$ cat config.mk
export PLATFORM = sky130hd
export DESIGN_NAME = configurable_io_cell
export DESIGN_NICKNAME = d
export VERILOG_FILES = /design/src/pkg/io_cell_pkg.sv /design/src/logic/configurable_io_cell.sv
export SDC_FILE = /design/constraint.sdc
export NUM_CORES = 1
export LEC_CHECK = 0
export ABC_AREA = 1
export BUFFER_PORTS_ARGS = -buffer_cell sky130_fd_sc_hd__buf_2
export CAP_MARGIN = 20
export CORE_ASPECT_RATIO = 0.5
export CORE_MARGIN = 10
export CORE_UTILIZATION = 30
export CTS_BUF_LIST = sky130_fd_sc_hd__clkbuf_8
export DETAILED_ROUTE_END_ITERATION = 10
export PLACE_DENSITY = 0.61
export REMOVE_ABC_BUFFERS = 1
export SYNTH_ARGS = -nofsm -noshare
export SYNTH_HDL_FRONTEND = slang
export SYNTH_SLANG_ARGS = --single-unit
$ cat constraint.sdc
create_clock -name clk_sys -period 1.3 [get_ports clk_sys]
set_input_delay 0.26 -clock clk_sys [delete_from_list [all_inputs] [get_ports clk_sys]]
set_output_delay 0.26 -clock clk_sys [all_outputs]
set_load 0.01 [all_outputs]
$ cat src/pkg/io_cell_pkg.sv
// Constants shared by the configurable I/O cell: register map, field layout and mode codes.
package io_cell_pkg;

  // ****************************************************************
  // Register map.
  // ****************************************************************
  localparam int          ADDR_W          = 4;
  localparam int          DATA_W          = 32;
  localparam logic [3:0]  ADDR_CONFIG     = 4'h0;
  localparam logic [3:0]  ADDR_STATUS     = 4'h4;
  localparam logic [31:0] CONFIG_RESET    = 32'h0000_0001;
  localparam logic [31:0] READ_ZERO       = 32'h0000_0000;

  // ****************************************************************
  // Configuration word layout.
  // ****************************************************************
  localparam int          IN_LSB          = 0;
  localparam int          IN_W            = 2;
  localparam int          OUT_LSB         = 2;
  localparam int          OUT_W           = 4;
  localparam int          POL_BIT         = 6;
  localparam int          VARIANT_BIT     = 7;
  localparam int          CFG_W           = 8;

  // ****************************************************************
  // Status word layout.
  // ****************************************************************
  localparam int          ST_RISE_BIT     = 0;
  localparam int          ST_FALL_BIT     = 1;
  localparam int          ST_PAD_IN_BIT   = 2;
  localparam int          ST_PAD_OUT_BIT  = 3;
  localparam int          ST_OE_N_BIT     = 4;

  // ****************************************************************
  // Input path codes.
  // ****************************************************************
  localparam logic [1:0]  IN_REGISTERED   = 2'h0;
  localparam logic [1:0]  IN_DIRECT       = 2'h1;
  localparam logic [1:0]  IN_LATCHED      = 2'h3;

  // ****************************************************************
  // Output path codes.
  // ****************************************************************
  localparam logic [3:0]  OUT_NONE        = 4'h0;
  localparam logic [3:0]  OUT_DDR         = 4'h4;
  localparam logic [3:0]  OUT_REG         = 4'h5;
  localparam logic [3:0]  OUT_DIRECT      = 4'h6;
  localparam logic [3:0]  OUT_REG_INV     = 4'h7;
  localparam logic [3:0]  OUT_DDR_TRI     = 4'h8;
  localparam logic [3:0]  OUT_REG_TRI     = 4'h9;
  localparam logic [3:0]  OUT_DIRECT_TRI  = 4'hA;
  localparam logic [3:0]  OUT_REG_TRI_INV = 4'hB;
  localparam logic [3:0]  OUT_DDR_TRI_REN = 4'hC;
  localparam logic [3:0]  OUT_REG_TRI_REN = 4'hD;
  localparam logic [3:0]  OUT_DIR_TRI_REN = 4'hE;
  localparam logic [3:0]  OUT_REG_REN_INV = 4'hF;

endpackage

$ cat src/logic/configurable_io_cell.sv
// Configurable I/O cell: selectable input and output paths between fabric and pad.
//
// Functional notes
// - Input code 01 passes the pad level straight to the fabric.
// - Input code 11 plain mode: latch follows pad, holds while hold is high.
// - Input code 00 registered: pad captured on input clock rising edge.
// - Input code 11 registered-latched: registered capture frozen while hold is high.
// - Input code 00 DDR: extra capture on falling edge to separate output.
// - Polarity option inverts both input capture and output launch clocks.
// - Output code 0000: no output, pad never driven.
// - Output code 0110: fabric data drives pad directly, always enabled.
// - Output code 1010: direct data through tristate with direct enable.
// - Output code 1110: tristate enable registered on launch clock.
// - Output code 0101: data registered on launch clock, always enabled.
// - Codes 1001 registered data, direct enable; 1101 both registered.
// - Output code 0100: rise value on rising edge, fall value on falling.
// - Codes 1000 DDR with direct enable; 1100 DDR with registered enable.
// - Output code 0111: registered output launched on inverted clock.
// - Codes 1011 and 1111: registered tristate variants on inverted clock.
//
// Chosen here: the placing of the registers and the address-and-strobe port.
module configurable_io_cell (
  input  wire logic                              clk_sys,
  input  wire logic                              resetn,
  input  wire logic [io_cell_pkg::ADDR_W-1:0]    bus_addr,
  input  wire logic [io_cell_pkg::DATA_W-1:0]    bus_wdata,
  input  wire logic                              bus_write,
  input  wire logic                              bus_read,
  output logic      [io_cell_pkg::DATA_W-1:0]    bus_rdata,
  input  wire logic                              input_capture_clock,
  input  wire logic                              output_launch_clock,
  input  wire logic                              input_hold,
  input  wire logic                              rise_launch_in,
  input  wire logic                              fall_launch_in,
  input  wire logic                              tristate_enable_in,
  input  wire logic                              pad_input_path,
  output logic                                   pad_output_path,
  output logic                                   pad_tristate_path_n,
  output logic                                   rise_capture_out,
  output logic                                   fall_capture_out
);

  // ****************************************************************
  // Helpers.
  // ****************************************************************

  // Edge test on a sampled clock level against its previous sample.
  function automatic logic edge_seen(input logic now_lvl, input logic old_lvl, input logic want_rise);
    edge_seen = want_rise ? (now_lvl & ~old_lvl) : (~now_lvl & old_lvl);
  endfunction

  // ****************************************************************
  // Register file.
  // ****************************************************************
  logic [io_cell_pkg::CFG_W-1:0]  cfg_reg;
  logic [io_cell_pkg::DATA_W-1:0] rdata_next;
  logic [io_cell_pkg::DATA_W-1:0] status_word;
  wire                            hit_config = (bus_addr == io_cell_pkg::ADDR_CONFIG);
  wire                            hit_status = (bus_addr == io_cell_pkg::ADDR_STATUS);

  wire [io_cell_pkg::IN_W-1:0]    in_code  = cfg_reg[io_cell_pkg::IN_LSB +: io_cell_pkg::IN_W];
  wire [io_cell_pkg::OUT_W-1:0]   out_code = cfg_reg[io_cell_pkg::OUT_LSB +: io_cell_pkg::OUT_W];
  wire                            pol_inv  = cfg_reg[io_cell_pkg::POL_BIT];
  wire                            variant  = cfg_reg[io_cell_pkg::VARIANT_BIT];

  // Status shows the cell's live path state; unused bits read zero.
  always_comb begin
    status_word                              = io_cell_pkg::READ_ZERO;
    status_word[io_cell_pkg::ST_RISE_BIT]    = rise_capture_out;
    status_word[io_cell_pkg::ST_FALL_BIT]    = fall_capture_out;
    status_word[io_cell_pkg::ST_PAD_IN_BIT]  = pad_input_path;
    status_word[io_cell_pkg::ST_PAD_OUT_BIT] = pad_output_path;
    status_word[io_cell_pkg::ST_OE_N_BIT]    = pad_tristate_path_n;
  end

  // Read data stand only in the cycle after the strobe; unmapped reads give zero.
  assign rdata_next = !bus_read ? io_cell_pkg::READ_ZERO :
                      hit_config ? {{(io_cell_pkg::DATA_W-io_cell_pkg::CFG_W){1'b0}}, cfg_reg} :
                      hit_status ? status_word : io_cell_pkg::READ_ZERO;

  // Configuration write and read answer.
  always_ff @(posedge clk_sys or negedge resetn) begin
    if (!resetn) begin
      cfg_reg   <= io_cell_pkg::CONFIG_RESET[io_cell_pkg::CFG_W-1:0];
      bus_rdata <= io_cell_pkg::READ_ZERO;
    end else begin
      if (bus_write && hit_config) begin
        cfg_reg <= bus_wdata[io_cell_pkg::CFG_W-1:0];
      end
      bus_rdata <= rdata_next;
    end
  end

  // ****************************************************************
  // Clock edge detection.
  // ****************************************************************
  // The pad clocks are sampled on clk_sys, so they must run well below 10 MHz.
  logic in_clk_prev_reg;
  logic out_clk_prev_reg;
  wire  in_clk_eff  = input_capture_clock ^ pol_inv;
  wire  out_clk_eff = output_launch_clock ^ pol_inv;
  wire  in_rise     = edge_seen(in_clk_eff, in_clk_prev_reg, 1'b1);
  wire  in_fall     = edge_seen(in_clk_eff, in_clk_prev_reg, 1'b0);
  wire  out_rise    = edge_seen(out_clk_eff, out_clk_prev_reg, 1'b1);
  wire  out_fall    = edge_seen(out_clk_eff, out_clk_prev_reg, 1'b0);

  always_ff @(posedge clk_sys or negedge resetn) begin
    if (!resetn) begin
      in_clk_prev_reg  <= 1'b0;
      out_clk_prev_reg <= 1'b0;
    end else begin
      in_clk_prev_reg  <= in_clk_eff;
      out_clk_prev_reg <= out_clk_eff;
    end
  end

  // ****************************************************************
  // Input path.
  // ****************************************************************
  logic rise_next;
  logic fall_next;

  // Every mode lands in a flip-flop, so the direct path costs one clk_sys cycle.
  always_comb begin
    rise_next = rise_capture_out;
    fall_next = fall_capture_out;
    case (in_code)
      io_cell_pkg::IN_LATCHED: begin
        if (!variant) begin
          rise_next = input_hold ? rise_capture_out : pad_input_path;
        end else if (in_rise && !input_hold) begin
          rise_next = pad_input_path;
        end
      end
      io_cell_pkg::IN_REGISTERED: begin
        if (in_rise) begin
          rise_next = pad_input_path;
        end
        if (variant && in_fall) begin
          fall_next = pad_input_path;
        end
      end
      default: begin
        rise_next = pad_input_path;
      end
    endcase
  end

  always_ff @(posedge clk_sys or negedge resetn) begin
    if (!resetn) begin
      rise_capture_out <= 1'b0;
      fall_capture_out <= 1'b0;
    end else begin
      rise_capture_out <= rise_next;
      fall_capture_out <= fall_next;
    end
  end

  // ****************************************************************
  // Output path.
  // ****************************************************************
  logic data_reg;
  logic ddr_reg;
  logic ten_reg;
  logic pad_out_next;
  logic oe_n_next;

  // inverted codes launch on the opposite edge
  wire  launch_inv = (out_code == io_cell_pkg::OUT_REG_INV) ||
                     (out_code == io_cell_pkg::OUT_REG_TRI_INV) ||
                     (out_code == io_cell_pkg::OUT_REG_REN_INV);
  wire  launch     = launch_inv ? out_fall : out_rise;

  // launch registers; DDR alternates rise and fall values
  always_ff @(posedge clk_sys or negedge resetn) begin
    if (!resetn) begin
      data_reg <= 1'b0;
      ddr_reg  <= 1'b0;
      ten_reg  <= 1'b0;
    end else begin
      if (launch) begin
        data_reg <= rise_launch_in;
        ten_reg  <= tristate_enable_in;
      end
      if (out_rise) begin
        ddr_reg <= rise_launch_in;
      end else if (out_fall) begin
        ddr_reg <= fall_launch_in;
      end
    end
  end

  // Pad data and active-low enable per output code.
  always_comb begin
    pad_out_next = 1'b0;
    oe_n_next    = 1'b1;
    case (out_code)
      io_cell_pkg::OUT_DIRECT: begin
        pad_out_next = rise_launch_in;
        oe_n_next    = 1'b0;
      end
      io_cell_pkg::OUT_DIRECT_TRI: begin
        pad_out_next = rise_launch_in;
        oe_n_next    = ~tristate_enable_in;
      end
      io_cell_pkg::OUT_DIR_TRI_REN: begin
        pad_out_next = rise_launch_in;
        oe_n_next    = ~ten_reg;
      end
      io_cell_pkg::OUT_REG, io_cell_pkg::OUT_REG_INV: begin
        pad_out_next = data_reg;
        oe_n_next    = 1'b0;
      end
      io_cell_pkg::OUT_REG_TRI, io_cell_pkg::OUT_REG_TRI_INV: begin
        pad_out_next = data_reg;
        oe_n_next    = ~tristate_enable_in;
      end
      io_cell_pkg::OUT_REG_TRI_REN, io_cell_pkg::OUT_REG_REN_INV: begin
        pad_out_next = data_reg;
        oe_n_next    = ~ten_reg;
      end
      io_cell_pkg::OUT_DDR: begin
        pad_out_next = ddr_reg;
        oe_n_next    = 1'b0;
      end
      io_cell_pkg::OUT_DDR_TRI: begin
        pad_out_next = ddr_reg;
        oe_n_next    = ~tristate_enable_in;
      end
      io_cell_pkg::OUT_DDR_TRI_REN: begin
        pad_out_next = ddr_reg;
        oe_n_next    = ~ten_reg;
      end
      default: begin
        pad_out_next = 1'b0;
        oe_n_next    = 1'b1;
      end
    endcase
  end

  // Pad pins leave from flip-flops so they cannot glitch on a code change.
  always_ff @(posedge clk_sys or negedge resetn) begin
    if (!resetn) begin
      pad_output_path     <= 1'b0;
      pad_tristate_path_n <= 1'b1;
    end else begin
      pad_output_path     <= pad_out_next;
      pad_tristate_path_n <= oe_n_next;
    end
  end

  // ****************************************************************
  // Assertions.
  // ****************************************************************
  a_direct_input_path: assert property (@(posedge clk_sys) disable iff (!resetn)
    (in_code == io_cell_pkg::IN_DIRECT) |=> rise_capture_out == $past(pad_input_path))
    else $error("Direct input did not follow the pad.");

  a_latch_hold_freeze: assert property (@(posedge clk_sys) disable iff (!resetn)
    (in_code == io_cell_pkg::IN_LATCHED && !variant && input_hold) |=> $stable(rise_capture_out))
    else $error("Latched input moved while held.");

  a_reg_capture_edge: assert property (@(posedge clk_sys) disable iff (!resetn)
    (in_code == io_cell_pkg::IN_REGISTERED && in_rise) |=> rise_capture_out == $past(pad_input_path))
    else $error("Registered input missed a rising capture.");

  a_reg_hold_freeze: assert property (@(posedge clk_sys) disable iff (!resetn)
    (in_code == io_cell_pkg::IN_LATCHED && variant && (input_hold || !in_rise)) |=> $stable(rise_capture_out))
    else $error("Registered-latched input changed while frozen.");

  a_ddr_fall_capture: assert property (@(posedge clk_sys) disable iff (!resetn)
    (in_code == io_cell_pkg::IN_REGISTERED && variant && in_fall) |=> fall_capture_out == $past(pad_input_path))
    else $error("Falling capture missed.");

  a_no_output_drive: assert property (@(posedge clk_sys) disable iff (!resetn)
    (out_code == io_cell_pkg::OUT_NONE) |=> pad_tristate_path_n)
    else $error("Pad driven with no output function.");

  a_direct_output_on: assert property (@(posedge clk_sys) disable iff (!resetn)
    (out_code == io_cell_pkg::OUT_DIRECT) |=> !pad_tristate_path_n && pad_output_path == $past(rise_launch_in))
    else $error("Direct output wrong.");

  a_direct_tristate_en: assert property (@(posedge clk_sys) disable iff (!resetn)
    (out_code == io_cell_pkg::OUT_DIRECT_TRI) |=> pad_tristate_path_n == !$past(tristate_enable_in))
    else $error("Direct tristate enable wrong.");

  a_reg_launch_data: assert property (@(posedge clk_sys) disable iff (!resetn)
    (out_code == io_cell_pkg::OUT_REG && out_rise) ##1 (out_code == io_cell_pkg::OUT_REG && !launch)
      |=> pad_output_path == $past(rise_launch_in, 2))
    else $error("Registered output not launched on rising edge.");

  a_inv_launch_edge: assert property (@(posedge clk_sys) disable iff (!resetn)
    (out_code == io_cell_pkg::OUT_REG_INV && out_rise) |=> $stable(data_reg))
    else $error("Inverted output launched on the wrong edge.");

endmodule

==> results.md <==
- Outcome: finished, final reports clean
- Port buffer count: 34
- Pwr/cell area: 1460 nW/um^2
- Max Clk Rate: 810.5 MHz
- Core area: 4064 um^2
- Final core occ: 38.79%
- CP cell instances: xnor2_2 > buf_4 > ha_4 > inv_1 > nand2_2 > nand3_2 > nand2_1
- Drt total wl: 3035 um
- CTS clock-pin slew for the worst setup and hold paths: 0.09 ns
- Post-synthesis cell count: 146
- CTS Sinks: 25
- Io pins: 83
- Req. time, crit path: 1.47 ns
- Worst-Skew Late Latency: 0.27 ns
- DR WL/cell: 12.59 um
- H-tree depth: 1
- Tightest Pin Transition: 0.5570 ns
- Fin nets: 237
- CP Buf/Inv Count: 2
- Final period demand of the worst path: 1.234 ns
- Startpoint Class: register
- Slew margin rel.: 62.87%
- DRC violations left: 0
- Die width: 113.7 um
- Slowest stage delay, CP: 0.42 ns
- Slowest cell on crit path: dfrtp_1
- Starting Density: 32.39%
- Max-slew violations: 0
- Worst min-delay path class: in2reg
- Antenna violations before repair: 0
- R2r setup slk: 0.07 ns
- Synth warn: 0
- CP max FO: 2
- Peak VDD IR: 0.4026 mV
- Final ANT Viol Nets: 0
- Share of layout cells above drive strength 1: 35.29%
- Cell variety after synth: 24
- Commonest non-fill, non-tap cells in the layout: buf_2 (34), nand2_1 (29), conb_1 (24)
- FP Rows: 16
- Worst setup EP type: register
- Die Ht: 66.84 um
- WS Path Type: reg2reg
- Worst path top cell family by delay: flip-flops
- Synth Area per Inst: 9.015 um^2
- First-pass GRT wire length: 4650 um
- GP Congestion: 0.7466
- Global route overflow: 0
- Post-DP HPWL: 2383 um
- CTS tree: built
- Max-Cap Viols: 0
- CTS Buffer Depth: 2
- CTS root buf: clkbuf_8
- Die area: 7598 um^2
- Setup violations, final: 0
- TritonRoute pass-1 iters: 4
- Initial DRC count: 43
- Syn Std Cell Area: 1316 um^2
- Sequential area share after synthesis: 47.72%
- Setup Skew: 0.003977 ns
- Setup WS post-layout: 0.06616 ns
- CTS Buf Count: 3
- Fin. Hold Viols: 0
- Seq cells post-synth: 25
- Area Overhead vs Synth: 19.77%
- Crit share post-route: 94.91%
- DR vias: 984
- Vias in the first global route: 1064
- Leakage: 0.8517 nW
- DP Worst Slack: -0.0002480 ns
- Largest net degree at the start of global routing: 26
- Most common cell after layout, fill and taps aside: buf_2
- # diodes: 0
- GRT Total Usage: 7.458%
- Via/cell ratio: 4.083
- Setup TNS Final: 0 ns
- Arrival @ worst endpoint: 1.40 ns
## worst paths after layout
| path | from | to | depth (start not counted) |
|---|---|---|---|
| max | cfg_reg[6]$_DFFE_PN0P_ | ten_reg$_DFFE_PN0P_ | 7 |
| min | tristate_enable_in | pad_tristate_path_n$_DFF_PN1_ | 2 |
| max reg2reg | cfg_reg[6]$_DFFE_PN0P_ | ten_reg$_DFFE_PN0P_ | 7 |
| min reg2reg | cfg_reg[5]$_DFFE_PN0P_ | pad_tristate_path_n$_DFF_PN1_ | 1 |
| max in group asynchronous | resetn | cfg_reg[0]$_DFFE_PN1P_ | 2 |
| min in group asynchronous | resetn | cfg_reg[6]$_DFFE_PN0P_ | 2 |
## kinds of logic (layout without fill, tap and decap cells)
kind of cell | after synthesis | after routing | share of synthesized area (%)
flops | 25 | 25 | 47.72
mux | 1 | 1 | 0.7605
buf+inv | 41 | 59 | 20.34
simple gates | 57 | 57 | 18.44
xor+xnor | 1 | 1 | 0.6655
other cells | 1 | 24 | 0.2849
fa+ha+maj | 2 | 2 | 1.901
compound gates | 18 | 18 | 9.886
## cell usage after synthesis
master | instances | area (um^2)
buf_12 | 1 | 20.02
mux2i_1 | 1 | 10.01
a31oi_1 | 1 | 6.260
dfstp_2 | 2 | 52.55
o31ai_1 | 1 | 7.510
ha_1 | 2 | 25.02
nand3_1 | 11 | 55.05
nor3_1 | 1 | 5.000
o21ai_0 | 1 | 5.000
dfrtp_1 | 23 | 575.6
nor2_1 | 8 | 30.03
o21ai_2 | 8 | 70.07
nand2_2 | 2 | 12.51
conb_1 | 1 | 3.750
inv_1 | 15 | 56.30
xnor2_1 | 1 | 8.760
o22ai_1 | 5 | 31.28
nand2_1 | 32 | 120.1
buf_4 | 24 | 180.2
nor2_2 | 1 | 6.260
a21oi_1 | 2 | 10.01
and3_1 | 1 | 6.260
nand3b_1 | 1 | 7.510
buf_6 | 1 | 11.26
## report_power, final
part | total, W | leakage (nW) | internal [W] | switching [W]
registers | 0.00109 | 0.310 | 0.000971 | 0.000121
clock network | 0.000454 | 0.0269 | 0.000211 | 0.000242
logic | 0.000756 | 0.514 | 0.000322 | 0.000434
total | 0.00230 | 0.852 | 0.00150 | 0.000797
## metrics by stage
stage | instances | power (W) | instance area, um^2 | hold WS, ns
floorplan | 143 | 0.001517 | 1191 | -0.03559
global placement | 235 | 0.001738 | 1459 | 0.2780
detailed placement | 235 | 0.001760 | 1459 | 0.2899
CTS | 240 | 0.002229 | 1521 | 0.1482
global route | 241 | 0.002467 | 1577 | 0.1612
finish | 241 | 0.002302 | 1577 | 0.1643
## per-layer routing
layer,vias up,share of wire [%],GRT usage (%)
met4,0,0.63,2.358
li1,501,-,-
met1,445,45,8.338
met3,2,5.9,2.860
met5,-,0,0
met2,36,48,13.00
## what timing repair did
action,4_1_cts,5_1_grt
cloned,0,0
pin swaps,1,5
endpoints found under the setup margin,1,3
hold buffers,1,0
hold endpoints to repair,23,0
resized for setup,1,12
buffers inserted,0,1
## final cells by class
type                    instances  area (um^2)
well taps                      54        67.56
multi-input cells             103        561.8
flip-flops and latches         25        628.1
clock buffers                   3        41.29
clock inverters                 1        3.754
fillers                       407         2487
repair buffers                 40        217.7
inverters                      15        56.30
Power figures use the tool's default switching activity.
